## src/dimap_pkg.sv

```systemverilog
// constants and types shared by the digital input function mapper
package dimap_pkg;

    // ------------------------------------------------------------------
    // sizes
    // ------------------------------------------------------------------
    localparam int DIMAP_NIN    = 8;
    localparam int DIMAP_CODE_W = 8;
    localparam int DIMAP_NFUNC  = 33;
    localparam int DIMAP_ADDR_W = 5;
    localparam int DIMAP_DATA_W = 32;

    // ------------------------------------------------------------------
    // function indices into the decoded function vector
    // ------------------------------------------------------------------
    localparam int FN_RUN       = 0;
    localparam int FN_ALM_CLR   = 1;
    localparam int FN_GAIN      = 2;
    localparam int FN_PCLR      = 3;
    localparam int FN_ZCLAMP    = 4;
    localparam int FN_CMD_REV   = 5;
    localparam int FN_TRIG      = 6;
    localparam int FN_TQ_CMD    = 7;
    localparam int FN_SP_CMD    = 8;
    localparam int FN_POSITION_SEL_BIT0      = 9;
    localparam int FN_SPD0      = 12;
    localparam int FN_TCM0      = 14;
    localparam int FN_SW_SP     = 16;
    localparam int FN_SW_ST     = 17;
    localparam int FN_SW_TP     = 18;
    localparam int FN_OPSTOP    = 19;
    localparam int FN_REV_LIM   = 20;
    localparam int FN_FWD_LIM   = 21;
    localparam int FN_HOME_SENS = 22;
    localparam int FN_REV_TQ    = 23;
    localparam int FN_FWD_TQ    = 24;
    localparam int FN_HOME_MOVE = 25;
    localparam int FN_PULSE_INTERNAL_SWITCH     = 26;
    localparam int FN_JOG_F     = 27;
    localparam int FN_JOG_R     = 28;
    localparam int FN_GEAR0     = 29;
    localparam int FN_INHIBIT   = 31;
    localparam int FN_STOP      = 32;

    // function code per index; 0x07 and anything absent decode to nothing
    localparam logic [7:0] DIMAP_CODE_TABLE [DIMAP_NFUNC] = '{
        8'h01, 8'h02, 8'h03, 8'h04, 8'h05, 8'h06, 8'h08, 8'h09,
        8'h10, 8'h11, 8'h12, 8'h13, 8'h14, 8'h15, 8'h16, 8'h17,
        8'h18, 8'h19, 8'h20, 8'h21, 8'h22, 8'h23, 8'h24, 8'h25,
        8'h26, 8'h27, 8'h2a, 8'h37, 8'h38, 8'h43, 8'h44, 8'h45,
        8'h46};

    // ------------------------------------------------------------------
    // register map (word index on the register port)
    // ------------------------------------------------------------------
    localparam logic [4:0] REG_SEL_BASE = 5'h00;
    localparam logic [4:0] REG_CTRL     = 5'h08;
    localparam logic [4:0] REG_JOG      = 5'h09;
    localparam logic [4:0] REG_FUNC_LO  = 5'h0a;
    localparam logic [4:0] REG_FUNC_HI  = 5'h0b;
    localparam logic [4:0] REG_STATUS   = 5'h0c;
    localparam logic [4:0] REG_LEVEL    = 5'h0d;

    // control register fields
    localparam int CTRL_TQ_EN_BIT = 0;
    localparam int CTRL_MODE_LSB  = 4;
    localparam int CTRL_MODE_W    = 4;
    localparam int JOG_W          = 16;

    // reset values: run enable on input 1, alarm clear on input 5
    localparam logic [7:0][7:0] SEL_RESET = {
        8'h00, 8'h00, 8'h00, 8'h02, 8'h00, 8'h00, 8'h00, 8'h01};
    localparam logic [31:0] CTRL_RESET = 32'h0000_0000;
    localparam logic [15:0] JOG_RESET  = 16'h0014;

    // ------------------------------------------------------------------
    // control modes and resolved loop
    // ------------------------------------------------------------------
    typedef enum logic [3:0] {
        MODE_PT, MODE_PR, MODE_S, MODE_T, MODE_SZ, MODE_TZ,
        MODE_PT_S, MODE_PT_T, MODE_PR_S, MODE_PR_T, MODE_S_T,
        MODE_PULSE_INTERNAL_SWITCH, MODE_FIELDBUS
    } dimap_mode_type;

    typedef enum logic [1:0] {
        LOOP_PULSE, LOOP_INTPOS, LOOP_SPEED, LOOP_TORQUE
    } dimap_loop_type;

endpackage : dimap_pkg

```

## src/dimap_map_if.sv

```systemverilog
// carrier between the register side and the function decoder
`timescale 1ns/1ps
`default_nettype none
interface dimap_map_if;
    logic [7:0][7:0]                    sel;
    logic [7:0]                         level;
    logic [dimap_pkg::DIMAP_NFUNC-1:0]  on;
    logic [dimap_pkg::DIMAP_NFUNC-1:0]  bound;

    modport ctl (output sel, output level, input on, input bound);
    modport dec (input sel, input level, output on, output bound);
endinterface : dimap_map_if
`default_nettype wire

```

## src/dimap_decode.sv

```systemverilog
// function decoder: one hit per input and function code
`timescale 1ns/1ps
`default_nettype none
module dimap_decode
(
    // decoder side of the carrier
    dimap_map_if.dec m
);

    localparam int NI = dimap_pkg::DIMAP_NIN;
    localparam int NF = dimap_pkg::DIMAP_NFUNC;

    logic [NF-1:0][NI-1:0] hit;
    logic [NF-1:0][NI-1:0] match;

    // ------------------------------------------------------------------
    // match every input against every known code
    // ------------------------------------------------------------------
    genvar f, j;
    generate
        for (f = 0; f < NF; f++)
        begin : g_func
            for (j = 0; j < NI; j++)
            begin : g_in
                // unknown or reserved codes match no entry at all
                assign match[f][j] =
                    (m.sel[j] == dimap_pkg::DIMAP_CODE_TABLE[f]);
                assign hit[f][j] = match[f][j] && m.level[j];
            end
            // a function bound to no input stays off
            assign m.on[f]    = |hit[f];
            assign m.bound[f] = |match[f];
        end
    endgenerate

endmodule : dimap_decode
`default_nettype wire

```

## src/dimap_top.sv

```systemverilog
// digital input function mapper: settings, decode, mode and alarms
`timescale 1ns/1ps
`default_nettype none

module dimap_top
(
    // clock and reset
    input  wire logic        core_clk_i,
    input  wire logic        nrst_i,
    // register port
    input  wire logic [4:0]  reg_addr_i,
    input  wire logic [31:0] reg_wdata_i,
    input  wire logic        reg_wr_i,
    input  wire logic        reg_rd_i,
    output logic      [31:0] reg_rdata_o,
    // digital input levels, one per input
    input  wire logic [7:0]  din_i,
    // decoded commands and jog speed setting
    output logic             run_enable_o,
    output logic             alarm_clear_o,
    output logic             gain_switch_o,
    output logic             pulse_clear_o,
    output logic             zero_clamp_o,
    output logic             cmd_invert_o,
    output logic             cmd_trigger_o,
    output logic             torque_limit_cmd_o,
    output logic             speed_limit_cmd_o,
    output logic [2:0]       position_index_o,
    output logic [1:0]       speed_index_o,
    output logic [1:0]       torque_index_o,
    output logic [1:0]       gear_index_o,
    output logic             rev_torque_limit_o,
    output logic             fwd_torque_limit_o,
    output logic             home_move_o,
    output logic             home_sensor_o,
    output logic             jog_fwd_o,
    output logic             jog_rev_o,
    output logic [15:0]      jog_speed_o,
    output logic             pulse_inhibit_o,
    output logic             motor_stop_o,
    output logic [1:0]       active_loop_o,
    // alarms
    output logic             stop_alarm_o,
    output logic             rev_limit_alarm_o,
    output logic             fwd_limit_alarm_o
);

    localparam int NF = dimap_pkg::DIMAP_NFUNC;
    localparam int OW = 29;

    dimap_map_if m ();

    logic [7:0][7:0]              sel_q;
    logic [31:0]                  ctrl_q;
    logic [15:0]                  jog_q;
    logic [31:0]                  rdata_q;
    logic [31:0]                  rdata_d;
    logic [OW-1:0]                out_q;
    logic [OW-1:0]                out_d;
    logic [2:0]                   alarm_q;
    logic [2:0]                   alarm_set;
    logic [NF-1:0]                fn;
    dimap_pkg::dimap_mode_type    mode;
    dimap_pkg::dimap_loop_type    loop_d;

    // ------------------------------------------------------------------
    // address decode
    // ------------------------------------------------------------------
    wire       wr_sel  = reg_wr_i && (reg_addr_i[4:3] == 2'b00);
    wire [2:0] sel_idx = reg_addr_i[2:0];
    wire       wr_ctrl = reg_wr_i && (reg_addr_i == dimap_pkg::REG_CTRL);
    wire       wr_jog  = reg_wr_i && (reg_addr_i == dimap_pkg::REG_JOG);
    wire       tq_en   = ctrl_q[dimap_pkg::CTRL_TQ_EN_BIT];
    wire       fbus    = (mode == dimap_pkg::MODE_FIELDBUS);
    wire       intpos  = (loop_d == dimap_pkg::LOOP_INTPOS);
    wire       extpls  = (loop_d == dimap_pkg::LOOP_PULSE);

    assign mode = dimap_pkg::dimap_mode_type'(
        ctrl_q[dimap_pkg::CTRL_MODE_LSB +: dimap_pkg::CTRL_MODE_W]);

    // ------------------------------------------------------------------
    // per-input function settings
    // ------------------------------------------------------------------
    genvar k;
    generate
        for (k = 0; k < dimap_pkg::DIMAP_NIN; k++)
        begin : g_sel
            always_ff @(posedge core_clk_i or negedge nrst_i)
            begin
                if (!nrst_i)
                    sel_q[k] <= dimap_pkg::SEL_RESET[k];
                else if (wr_sel && (sel_idx == 3'(k)))
                    sel_q[k] <= reg_wdata_i[7:0];
            end
        end
    endgenerate

    always_ff @(posedge core_clk_i or negedge nrst_i)
    begin
        if (!nrst_i)
        begin
            ctrl_q <= dimap_pkg::CTRL_RESET;
            jog_q  <= dimap_pkg::JOG_RESET;
        end
        else
        begin
            if (wr_ctrl)
                ctrl_q <= reg_wdata_i & 32'h0000_00f1;
            if (wr_jog)
                jog_q <= reg_wdata_i[15:0];
        end
    end

    // ------------------------------------------------------------------
    // decoder
    // ------------------------------------------------------------------
    assign m.sel   = sel_q;
    assign m.level = din_i;
    assign fn      = m.on;

    dimap_decode u_dec (
        .m (m.dec)
    );

    // ------------------------------------------------------------------
    // resolved control loop
    // ------------------------------------------------------------------
    always_comb
    begin
        case (mode)
            dimap_pkg::MODE_PT:   loop_d = dimap_pkg::LOOP_PULSE;
            dimap_pkg::MODE_PR:   loop_d = dimap_pkg::LOOP_INTPOS;
            dimap_pkg::MODE_S,
            dimap_pkg::MODE_SZ:   loop_d = dimap_pkg::LOOP_SPEED;
            dimap_pkg::MODE_T,
            dimap_pkg::MODE_TZ:   loop_d = dimap_pkg::LOOP_TORQUE;
            dimap_pkg::MODE_PT_S:
                loop_d = fn[dimap_pkg::FN_SW_SP] ? dimap_pkg::LOOP_PULSE
                                                 : dimap_pkg::LOOP_SPEED;
            dimap_pkg::MODE_PR_S:
                loop_d = fn[dimap_pkg::FN_SW_SP] ? dimap_pkg::LOOP_INTPOS
                                                 : dimap_pkg::LOOP_SPEED;
            dimap_pkg::MODE_PT_T:
                loop_d = fn[dimap_pkg::FN_SW_TP] ? dimap_pkg::LOOP_PULSE
                                                 : dimap_pkg::LOOP_TORQUE;
            dimap_pkg::MODE_PR_T:
                loop_d = fn[dimap_pkg::FN_SW_TP] ? dimap_pkg::LOOP_INTPOS
                                                 : dimap_pkg::LOOP_TORQUE;
            dimap_pkg::MODE_S_T:
                loop_d = fn[dimap_pkg::FN_SW_ST] ? dimap_pkg::LOOP_TORQUE
                                                 : dimap_pkg::LOOP_SPEED;
            dimap_pkg::MODE_PULSE_INTERNAL_SWITCH:
                loop_d = fn[dimap_pkg::FN_PULSE_INTERNAL_SWITCH] ? dimap_pkg::LOOP_INTPOS
                                                 : dimap_pkg::LOOP_PULSE;
            dimap_pkg::MODE_FIELDBUS: loop_d = dimap_pkg::LOOP_INTPOS;
            default:              loop_d = dimap_pkg::LOOP_PULSE;
        endcase
    end

    // ------------------------------------------------------------------
    // command outputs, registered one cycle after the inputs
    // ------------------------------------------------------------------
    // opposing jog requests cancel so the motor never gets both
    wire jog_f = fn[dimap_pkg::FN_JOG_F] && !fn[dimap_pkg::FN_JOG_R];
    wire jog_r = fn[dimap_pkg::FN_JOG_R] && !fn[dimap_pkg::FN_JOG_F];

    assign out_d = {
        loop_d,                                          // 28:27
        fn[dimap_pkg::FN_STOP],                          // 26
        fn[dimap_pkg::FN_INHIBIT] && extpls,             // 25
        jog_r && !fbus,                                  // 24
        jog_f && !fbus,                                  // 23
        fn[dimap_pkg::FN_HOME_SENS],                     // 22
        fn[dimap_pkg::FN_HOME_MOVE] && intpos,           // 21
        fn[dimap_pkg::FN_FWD_TQ] && tq_en,               // 20
        fn[dimap_pkg::FN_REV_TQ] && tq_en,               // 19
        fn[dimap_pkg::FN_GEAR0 +: 2],                    // 18:17
        fn[dimap_pkg::FN_TCM0 +: 2],                     // 16:15
        fn[dimap_pkg::FN_SPD0 +: 2],                     // 14:13
        fn[dimap_pkg::FN_POSITION_SEL_BIT0 +: 3],                     // 12:10
        fn[dimap_pkg::FN_SP_CMD],                        // 9
        fn[dimap_pkg::FN_TQ_CMD],                        // 8
        fn[dimap_pkg::FN_TRIG],                          // 7
        fn[dimap_pkg::FN_CMD_REV],                       // 6
        fn[dimap_pkg::FN_ZCLAMP],                        // 5
        fn[dimap_pkg::FN_PCLR],                          // 4
        fn[dimap_pkg::FN_GAIN],                          // 3
        fn[dimap_pkg::FN_ALM_CLR],                       // 2
        fn[dimap_pkg::FN_RUN],                           // 1
        1'b0                                             // 0
    };

    always_ff @(posedge core_clk_i or negedge nrst_i)
    begin
        if (!nrst_i)
            out_q <= '0;
        else
            out_q <= out_d;
    end

    assign {active_loop_o, motor_stop_o, pulse_inhibit_o, jog_rev_o,
            jog_fwd_o, home_sensor_o, home_move_o, fwd_torque_limit_o,
            rev_torque_limit_o, gear_index_o, torque_index_o,
            speed_index_o, position_index_o, speed_limit_cmd_o,
            torque_limit_cmd_o, cmd_trigger_o, cmd_invert_o, zero_clamp_o,
            pulse_clear_o, gain_switch_o, alarm_clear_o,
            run_enable_o} = out_q[28:1];
    assign jog_speed_o = jog_q;

    // ------------------------------------------------------------------
    // normally closed inputs: sticky alarms, set wins over clear
    // ------------------------------------------------------------------
    // an unassigned limit or stop is not wired, so it cannot alarm
    assign alarm_set[0] = m.bound[dimap_pkg::FN_OPSTOP]
                          && !fn[dimap_pkg::FN_OPSTOP];
    assign alarm_set[1] = m.bound[dimap_pkg::FN_REV_LIM]
                          && !fn[dimap_pkg::FN_REV_LIM];
    assign alarm_set[2] = m.bound[dimap_pkg::FN_FWD_LIM]
                          && !fn[dimap_pkg::FN_FWD_LIM];

    always_ff @(posedge core_clk_i or negedge nrst_i)
    begin
        if (!nrst_i)
            alarm_q <= '0;
        else if (fn[dimap_pkg::FN_ALM_CLR])
            alarm_q <= alarm_set;
        else
            alarm_q <= alarm_q | alarm_set;
    end

    assign stop_alarm_o      = alarm_q[0];
    assign rev_limit_alarm_o = alarm_q[1];
    assign fwd_limit_alarm_o = alarm_q[2];

    // ------------------------------------------------------------------
    // read back: data valid only in the cycle after the strobe
    // ------------------------------------------------------------------
    always_comb
    begin
        rdata_d = '0;
        if (reg_rd_i)
        begin
            if (reg_addr_i[4:3] == 2'b00)
                rdata_d = {24'h00_0000, sel_q[sel_idx]};
            else if (reg_addr_i == dimap_pkg::REG_CTRL)
                rdata_d = ctrl_q;
            else if (reg_addr_i == dimap_pkg::REG_JOG)
                rdata_d = {16'h0000, jog_q};
            else if (reg_addr_i == dimap_pkg::REG_FUNC_LO)
                rdata_d = fn[31:0];
            else if (reg_addr_i == dimap_pkg::REG_FUNC_HI)
                rdata_d = {31'h0000_0000, fn[NF-1]};
            else if (reg_addr_i == dimap_pkg::REG_STATUS)
                rdata_d = {27'h000_0000, alarm_q, out_q[28:27]};
            else if (reg_addr_i == dimap_pkg::REG_LEVEL)
                rdata_d = {24'h00_0000, din_i};
        end
    end

    always_ff @(posedge core_clk_i or negedge nrst_i)
    begin
        if (!nrst_i)
            rdata_q <= '0;
        else
            rdata_q <= rdata_d;
    end

    assign reg_rdata_o = rdata_q;
endmodule : dimap_top
`default_nettype wire

```

## config.mk

```make
export PLATFORM = sky130hd
export DESIGN_NAME = dimap_top
export DESIGN_NICKNAME = d
export VERILOG_FILES = /design/src/dimap_pkg.sv /design/src/dimap_map_if.sv /design/src/dimap_decode.sv /design/src/dimap_top.sv
export SDC_FILE = /design/constraint.sdc
export NUM_CORES = 1
export LEC_CHECK = 0
export BUFFER_PORTS_ARGS = -buffer_cell sky130_fd_sc_hd__buf_2
export CORE_MARGIN = 2
export CORE_UTILIZATION = 30
export DETAILED_ROUTE_END_ITERATION = 12
export PLACE_DENSITY = 0.53
export SYNTH_ARGS = -nofsm -noshare
export SYNTH_HDL_FRONTEND = slang
export SYNTH_SLANG_ARGS = --single-unit
```

## constraint.sdc

```tcl
create_clock -name core_clk_i -period 2.6 [get_ports core_clk_i]
set_input_delay 0.52 -clock core_clk_i [delete_from_list [all_inputs] [get_ports core_clk_i]]
set_output_delay 0.52 -clock core_clk_i [all_outputs]
set_load 0.02 [all_outputs]
```

### After elaboration in Yosys (flattened, before gate mapping)

Index checks and enable logic that the tools add are counted.

| word-level totals | value |
|---|---|
| memories | 0 |
| RAM bits | 0 |
| word-level logic and storage cells | 657 |
| bits in registers | 148 |
| ROM bits | 0 |
| latch bits | 0 |

| operators by class | value |
|---|---|
| multiply operators | 0 |
| bitwise operators | 1 |
| div/mod/pow operators | 0 |
| magnitude comparators | 1 |
| eq/ne operators | 290 |
| shift-type cells | 0 |
| muxes and demuxes | 18 |
| reduce and logical (&&, ||, !) cells | 334 |
| add/sub/neg operators | 0 |

Operators with widths:

| kind | number |
|---|---|
| $eq A8 B6 Y1 const B | 88 |
| $eq A8 B5 Y1 const B | 80 |
| $reduce_or A8 Y1 | 36 |
| $logic_and A1 B1 Y1 | 286 |
| $eq A8 B7 Y1 const B | 32 |
| $eq A8 B3 Y1 const B | 24 |
| $mux W32 | 5 |
| $eq A8 B2 Y1 const B | 16 |
| $eq A8 B4 Y1 const B | 16 |
| $eq A8 B1 Y1 const B | 8 |
| $mux W8 | 4 |
| $eq A5 B4 Y1 const B | 6 |
| $bmux W8 S3 | 1 |
| $eq A4 B4 Y1 const B | 5 |
| $pmux W2 S9 | 1 |
| $eq A4 B3 Y1 const B | 4 |
| $eq A3 B3 Y1 const B | 4 |
| $eq A4 B2 Y1 const B | 2 |
| $mux W2 | 4 |
| $eq A3 B2 Y1 const B | 2 |
| $logic_not A1 Y1 | 6 |
| $reduce_or A2 Y1 | 3 |
| $eq A4 B1 Y1 const B | 1 |
| $logic_not A2 Y1 | 2 |
| 7 further kinds | 8 |

### Longest topological paths before layout

Gate-level depths: netlist (run 1).

| depth | value |
|---|---|
| depth in word-level cells | 9 |
| gate-level depth with buffers | 8 |
| mapped depth without buffers | 7 |

### Cells and area by module

Synthesis (run 1) repeated with hierarchy kept, for this count alone.

| unflattened totals | value |
|---|---|
| cell total of the unflattened synthesis | 1166 |
| area, all modules | 10846.7 sq um |

Modules (own cells, without submodules):

| module | area an instance (sq um) | cells each | instances | sequential area each (sq um) |
|---|---|---|---|---|
| dimap_top | 6179.7 | 433 | 1 | 3708.6 |
| dimap_decode | 4667.0 | 733 | 1 | 0.0 |

### Least setup slack after synthesis (run 1)

Ideal clock, no wire load.

| timing | value |
|---|---|
| path type | input port to flip-flop |
| start point | in din_i[3] |
| end point | reg out_q[21] |
| stages | 7 |
| arrival time | 1.936 ns |
| slack | 0.540 ns |
| path buffers | 1 |
| cell sequence | clkbuf_1 -> nand4b_1 -> o22ai_1 -> nor4_4 -> a31oi_1 -> a32o_2 -> nor3b_2 |

| between the ends | value |
|---|---|
| word-level cells in the longest chain between the ends | 6 |
| elaborated cells on any way between the ends | 19 |
| those cells by class | 1 x eq/ne; 7 x mux; 11 x reduce/logical |

RTL lines:

| what | line | source |
|---|---|---|
| from (decl) | dimap_top.sv:17 | `input wire logic [7:0] din_i,` |
| $logic_and A1 B1 Y1 | dimap_decode.sv:28 | `assign hit[f][j] = match[f][j] && m.level[j];` |
| $reduce_or A8 Y1 | dimap_decode.sv:31 | `assign m.on[f] = \|hit[f];` |
| $mux W1, or another cell as far along | dimap_top.sv:153 | `loop_d = fn[dimap_pkg::FN_PULSE_INTERNAL_SWITCH] ? dimap_pkg::LOOP_INTPOS` |
| $pmux W2 S9 (*) | dimap_top.sv:130 | `case (mode)` |
| via loop_d[0] | dimap_top.sv:64 | `dimap_pkg::dimap_loop_type loop_d;` |
| $eq A2 B1 Y1 (*) | dimap_top.sv:75 | `wire intpos = (loop_d == dimap_pkg::LOOP_INTPOS);` |
| $logic_and A1 B1 Y1 (*) | dimap_top.sv:174 | `fn[dimap_pkg::FN_HOME_MOVE] && intpos,` |
| via out_d[21] | dimap_top.sv:59 | `logic [OW-1:0] out_d;` |
| to (signal assigned) | dimap_top.sv:198 | `out_q <= out_d;` |
| to (decl) | dimap_top.sv:58 | `logic [OW-1:0] out_q;` |

Mark *: on every way through the listed nets, which the timed path passes. The rest lies on a longest branch.
A chain may end at the register's enable or synchronous reset.

### Worst setup path after layout (run 1)

| timing | value |
|---|---|
| start point | reg sel_q, in the netlist m.sel[22] |
| end point | reg out_q[21] |

| between the ends | value |
|---|---|
| word-level cells in the longest chain between the ends | 7 |
| elaborated cells on any way between the ends | 24 |
| those cells by class | 6 x eq/ne; 7 x mux; 11 x reduce/logical |

RTL lines:

| what | line | source |
|---|---|---|
| from (decl) | dimap_top.sv:53 | `logic [7:0][7:0] sel_q;` |
| from (signal, indexed assignment) | dimap_top.sv:91 | `sel_q[k] <= dimap_pkg::SEL_RESET[k];` |
| from (signal, indexed assignment) | dimap_top.sv:93 | `sel_q[k] <= reg_wdata_i[7:0];` |
| $eq A8 B6 Y1 / $eq A8 B5 Y1 (equally long branches) | dimap_decode.sv:27 | `(m.sel[j] == dimap_pkg::DIMAP_CODE_TABLE[f]);` |
| $logic_and A1 B1 Y1 | dimap_decode.sv:28 |  |
| $reduce_or A8 Y1 | dimap_decode.sv:31 |  |
| $mux W1, or another cell as far along | dimap_top.sv:153 |  |
| $pmux W2 S9 (*) | dimap_top.sv:130 |  |
| via loop_d[0] | dimap_top.sv:64 |  |
| $eq A2 B1 Y1 (*) | dimap_top.sv:75 |  |
| $logic_and A1 B1 Y1 (*) | dimap_top.sv:174 |  |
| via out_d[21] | dimap_top.sv:59 |  |

Marked as above.

==> metrics, run 1 <==
share of layout cells above drive strength 1 between 30% and 40%; synthesized netlist net count just under 1000; # setup viols final 0; synth top area cells dfrtp_1, mux2_2, nand2_1, o22ai_1, nor2_1; slowest cell delay on critical path slightly below 0.6 ns; status complete, no violations; Worst-Skew Late Latency ~0.44 ns; Place WS 0.0618 ns; GR Overflow Total 0; Total GRT Usage 26.9%; worst vdd ir 0.461 mV; Post-Syn Area between 0.009 and 0.01 mm²; most frequent cell after synthesis dfrtp_1; Chip Height between 150 and 200 µm; Post-DRT Antenna Nets 0; number of global-route vias before repair about 8700; input/output buffers roughly 110; initial antenna violation count 1; CP Data Required Time 2.91 ns; dpl cells ~1500; first drt pass iteration count 7; RSZ-0062 raised after global routing false; Async SR Flop Fraction 100%; Synth Flop Type dfrtp_1; maximum root-to-sink buffer count 2; per-cell routed wire length 28.2 µm; Worst Setup Path Type reg -> reg; Leakage 4.95 nW; Synth top area share between 30% and 40%; Pins Over Slew Limit 0; Post-synth EDFFs 0; sequential element share of the synthesized area 40.7%; worst min-delay path category in -> async; Layout Nets 1153; clock transition at the registers of the reported paths ~0.070 ns; Placer Congestion roughly 1.1; PostCTS Resize Cnt 0; routed vias 9054; Finished Layout Cells around 1500; hold violation count in the final report 0; min Tclk post-route roughly 2.4 ns; chip width around 180 µm; postcts setup bufs 0; placed inst area roughly 0.011 mm²; fmax a little over 400 MHz; initial core utilization a little over 30%; FP Rows 63; final hold slack 0.0104 ns; Syn-to-layout area delta 23.0%; core area slightly below 0.03 mm²; synth cell count leaders dfrtp_1, nand2_1, mux2_2; I/O pin cnt between 100 and 150; pwr/cell area between 700 and 800 mW/mm²; max_cap viols 0; Post-Synthesis Cells 929; Data arrival, critical path around 2.8 ns; global-route wire length before repair 60800 µm; CP Launch Type register; crit end category register; dpl hpwl 33600 µm; Distinct cells, synth roughly 80; Hold Buf Count CTS 0; ANT cells 0; CTS Buf Count 17; relative slew slack between 40 and 50%; number of synthesized register bits 148; Die ar. 0.0318 mm²; syn_area_per_cell between 9 and 10 µm²; dominant cell type by area after synthesis dfrtp_1; Initial DRC Count between 1000 and 1500; number of remaining DRC errors 0; clk_skew ~0.012 ns; slew at the pin closest to its max-slew limit approximately 0.76 ns; WL final 42400 µm; largest net degree at the start of global routing 56; root buffer cell clkbuf_16; crit-path cells nor4b_2 > nand2_1 > o22ai_1 > nor4_1 > o22ai_1 > a32o_2 > nor3b_2; Setup TNS 0 ns; drt via density 6.01; CTS H-Tree Depth 4; fin worst setup slack between 0.15 and 0.2 ns; CTS tree yes; clock sinks 148; maximum fanout along the worst path 6; Design Area, Final approximately 0.011 mm²; most frequent CP cell o22ai_1; fin crit share between 90% and 100%; CP max stage cell nor4_1; Yosys Warn Count 0
## worst paths after layout
check,start,slack (ns),depth (start not counted),end
worst max-delay path,m.sel[22]$_DFFE_PN0P_,0.15,7,out_q[21]$_DFF_PN0_
worst min-delay path,nrst_i,0.01,1,out_q[18]$_DFF_PN0_
worst max register to register,m.sel[22]$_DFFE_PN0P_,0.15,7,out_q[21]$_DFF_PN0_
worst min register to register,jog_speed_o[10]$_DFFE_PN0P_,0.50,2,reg_rdata_o[10]$_DFF_PN0_
max in group asynchronous,nrst_i,1.88,2,m.sel[0]$_DFFE_PN1P_
min in group core_clk_i,reg_wdata_i[14],0.31,2,jog_speed_o[14]$_DFFE_PN0P_
## layer usage
layer	vias to the layer above	track usage [%]	share of wire [%]
met1	4459	36.9	42
met3	113	4.73	8.6
li1	3898	-	-
met2	582	41.6	45
met5	-	0	0.042
met4	2	11.4	4.6
## worst max-delay path, delay by kind of cell, from the launching register on
family,cells,cell delay [ns]
and+or+nand+nor,4,1.18
AOI/OAI and AO/OA,3,0.61
DFF,1,0.53
## cell families (layout without fill, tap and decap cells)
group / count (synthesis) / after routing / synth area share (%)
AO/OA/AOI/OAI: 182 / 182 / 14.5
buffers and inverters: 65 / 253 / 3.39
flip-flops: 148 / 148 / 40.7
multiplexers: 110 / 110 / 15.5
AND/OR/NAND/NOR: 424 / 424 / 25.9
## layout by cell type (no fill, tap or decap), types with 5 or more instances in the layout
cell type,count
a21oi_1,16
a22oi_1,5
a31oi_1,9
a32oi_1,6
and2_1,10
and3_1,14
buf_2,110
buf_4,84
clkbuf_16,17
dfrtp_1,144
inv_1,24
mux2_2,86
mux2i_1,8
mux4_2,14
nand2_1,97
nand2b_1,12
nand3_1,48
nand3b_1,9
nand4_1,18
nand4b_1,8
nor2_1,85
nor2b_1,40
nor3_1,19
nor4_1,17
nor4b_2,6
o211ai_1,7
o21a_1,6
o21ai_0,15
o221ai_1,12
o22a_1,8
o22ai_1,54
or4_1,9
## state kept, by name, summed over array words and instances, names as in the netlist
signal,flops
jog_speed_o,16
m.sel,64
out_q,28
alarm_q,3
ctrl_q,5
reg_rdata_o,32
## layout make-up
class / count / area [µm²]
clock buffer: 19 / 453
clock inverter: 13 / 139
fill: 3064 / 18600
inverter: 24 / 90.1
multi-input combinational: 716 / 5100
sequential: 148 / 3710
tap: 390 / 488
timing repair buffer: 197 / 1230
## report_power, final
group | internal [W] | total, W | switching, W
Combinational | 0.00104 | 0.00279 | 0.00175
Clock | 0.00140 | 0.00252 | 0.00111
Sequential | 0.00266 | 0.00321 | 0.000550
Total | 0.00510 | 0.00851 | 0.00341
## metrics by stage
step	util, %	total power (W)
2_1_floorplan	-	0.00460
3_3_place_gp	35.6	0.00592
3_5_place_dp	35.6	0.00592
4_1_cts	37.6	0.00845
5_1_grt	37.6	0.00882
6_report	37.6	0.00851
Power figures use the tool's default switching activity.
==> run 2, diff against run 1 <==
Settings changed: PLACE_DENSITY 0.53 to 0.5.
==> run 2 against run 1 <==
  * Flip-flop and latch count did not move
  * Critical path type unchanged
  * Critical path depth rose by 2
  * Highest routed layer is now met4
  * Clock skew rose by 0.0023 ns
  * Register-to-register slack got worse by 0.07 ns
  * Core utilization barely moved
==> metrics, run 2 (synthesis results as in run 1) <==
Reg area 0.00371 mm² (unchanged); clk_skew 0.0145 ns (+0.00232 ns); status complete, no violations; core area 0.0298 mm² (unchanged); Layout Nets 1149 (-0.35%); FP Rows 63 (unchanged); slowest cell delay on critical path 0.51 ns (-0.08 ns); largest net degree at the start of global routing 51 (-8.9%); Worst Setup Path Type reg -> reg; maximum root-to-sink buffer count 2 (unchanged); Initial DRC Count 1038 (-0.86%); pwr/cell area 760 mW/mm² (about the same); drt via density 5.96 (-0.81%); fin crit share 96.7% (+2.6 points); most frequent CP cell buf_4; # setup viols final 0 (unchanged); Syn-to-layout area delta 23.0% (about the same); Hold Buf Count CTS 0 (unchanged); maximum fanout along the worst path 6 (unchanged); Leakage 4.94 nW (-0.28%); area of the multi-input gates 0.00511 mm² (+0.17%); busiest grt layer met2; dpl cells 1471 (-0.27%); ANT cells 0 (unchanged); fill count 3122 (+1.9%); fmax 398 MHz (-2.6%); clock sinks 148 (unchanged); PnR Total Power 0.00852 W (about the same); Worst-Skew Late Latency 0.44 ns (about the same); input/output buffers 111 (unchanged); worst min-delay path category in -> async; CTS tree yes; RSZ-0062 raised after global routing false; Placer Congestion 1.03 (-4.4%); met2 Track Usage GR 42.7% (+1.2 points); WL final 43500 µm (+2.5%); slew at the pin closest to its max-slew limit 0.766 ns (+0.00729 ns); routed vias 8957 (-1.1%); Pins Over Slew Limit 0 (unchanged); chip width 178 µm (unchanged); Chip Height 178 µm (unchanged); initial antenna violation count 0 (-1); Data arrival, critical path 2.89 ns (+0.13 ns); Total GRT Usage 27.5% (+0.58 points); global-route wire length before repair 61400 µm (+0.93%); Die ar. 0.0318 mm² (unchanged); Post-DRT Antenna Nets 0 (unchanged); crit-path cells nor4b_4 > nand2_1 > o22ai_1 > a221oi_1 > buf_4 > o311ai_0 > a31oi_1 > buf_4 > nor2b_1; number of remaining DRC errors 0 (unchanged); CTS Buf Count 17 (unchanged); number of global-route vias before repair 8536 (-1.4%); GR Util met3 4.52% (-0.21 points); Setup TNS 0 ns (unchanged); most common cell after layout, fill and taps aside dfrtp_1; Layout Utilization 37.6% (about the same); fin worst setup slack 0.0846 ns (-0.0665 ns); max_cap viols 0 (unchanged); root buffer cell clkbuf_16; dpl hpwl 34700 µm (+3.2%); share of layout cells above drive strength 1 32.5% (-0.24 points); Place WS 0.0340 ns (-0.0278 ns); CTS H-Tree Depth 4 (unchanged); per-cell routed wire length 28.9 µm (+2.8%); met1 usage 37.7% (+0.77 points); clock transition at the registers of the reported paths 0.07 ns (about the same); initial core utilization 30.6% (unchanged); GR Overflow Total 0 (unchanged); hold violation count in the final report 0 (unchanged); crit end category register; CP Launch Type register; relative slew slack 48.5% (-0.49 points); Finished Layout Cells 1503 (-0.27%); max FFs per register 64 (unchanged); worst vdd ir 0.409 mV (-11%); I/O pin cnt 128 (unchanged); min Tclk post-route 2.52 ns (+0.0665 ns); CP Data Required Time 2.97 ns (+0.06 ns); CP max stage cell dfrtp_1; first drt pass iteration count 6 (-1); commonest non-fill, non-tap cells in the layout dfrtp_1, buf_2, nand2_1
## run 2: worst max-delay path, delay by kind of cell, from the launching register on
family / cells / cell delay, ns
AO/OA/AOI/OAI: 4 / 0.64
AND/OR/NAND/NOR: 3 / 0.94
buffers and inverters: 2 / 0.37
flip-flops: 1 / 0.51
## run 2: power breakdown
group	switching, W	internal (W)	total, W
Combinational	0.00171	0.00103	0.00273
Sequential	0.000585	0.00266	0.00324
Clock	0.00114	0.00140	0.00254
Total	0.00343	0.00509	0.00852
## run 2: routing by layer
metal  wire, µm  share of wire, %  up-vias
li1           -                 -     3881
met1      19100                44     4496
met2      19500                45      477
met3       2980               6.9      103
met4       1990               4.6        0
met5          0                 0        -
## run 2: final timing paths
kind	start	endpoint	slack [ns]	depth (start not counted)
worst max-delay path	m.sel[22]$_DFFE_PN0P_	out_q[19]$_DFF_PN0_	0.08	9
worst min register to register	jog_speed_o[10]$_DFFE_PN0P_	reg_rdata_o[10]$_DFF_PN0_	0.50	2
worst min-delay path	nrst_i	reg_rdata_o[22]$_DFF_PN0_	0.04	1
min in group core_clk_i	reg_wdata_i[14]	jog_speed_o[14]$_DFFE_PN0P_	0.31	2
worst max register to register	m.sel[22]$_DFFE_PN0P_	out_q[19]$_DFF_PN0_	0.08	9
max in group asynchronous	nrst_i	m.sel[33]$_DFFE_PN1P_	1.88	2
## run 2: through the flow
step	instance area, µm²	hold slack [ns]
after CTS	11200	0.0567
after floorplan	9120	0.224
after global placement	10600	0.487
final	11200	0.0365
after global routing	11200	0.0756
after detailed placement	10600	0.492
## run 2: timing repair
item                       4_1_cts  5_1_grt
setup endpoints to repair        0        2
buffers inserted                 0        0
resized for setup                0        1
## run 2: final cells by class
class,instances,area share [%]
tap,390,4.35
clock buffer,19,4.04
multi-input combinational,716,45.6
timing repair buffer,193,10.9
clock inverter,13,1.23
inverter,24,0.803
sequential,148,33.1
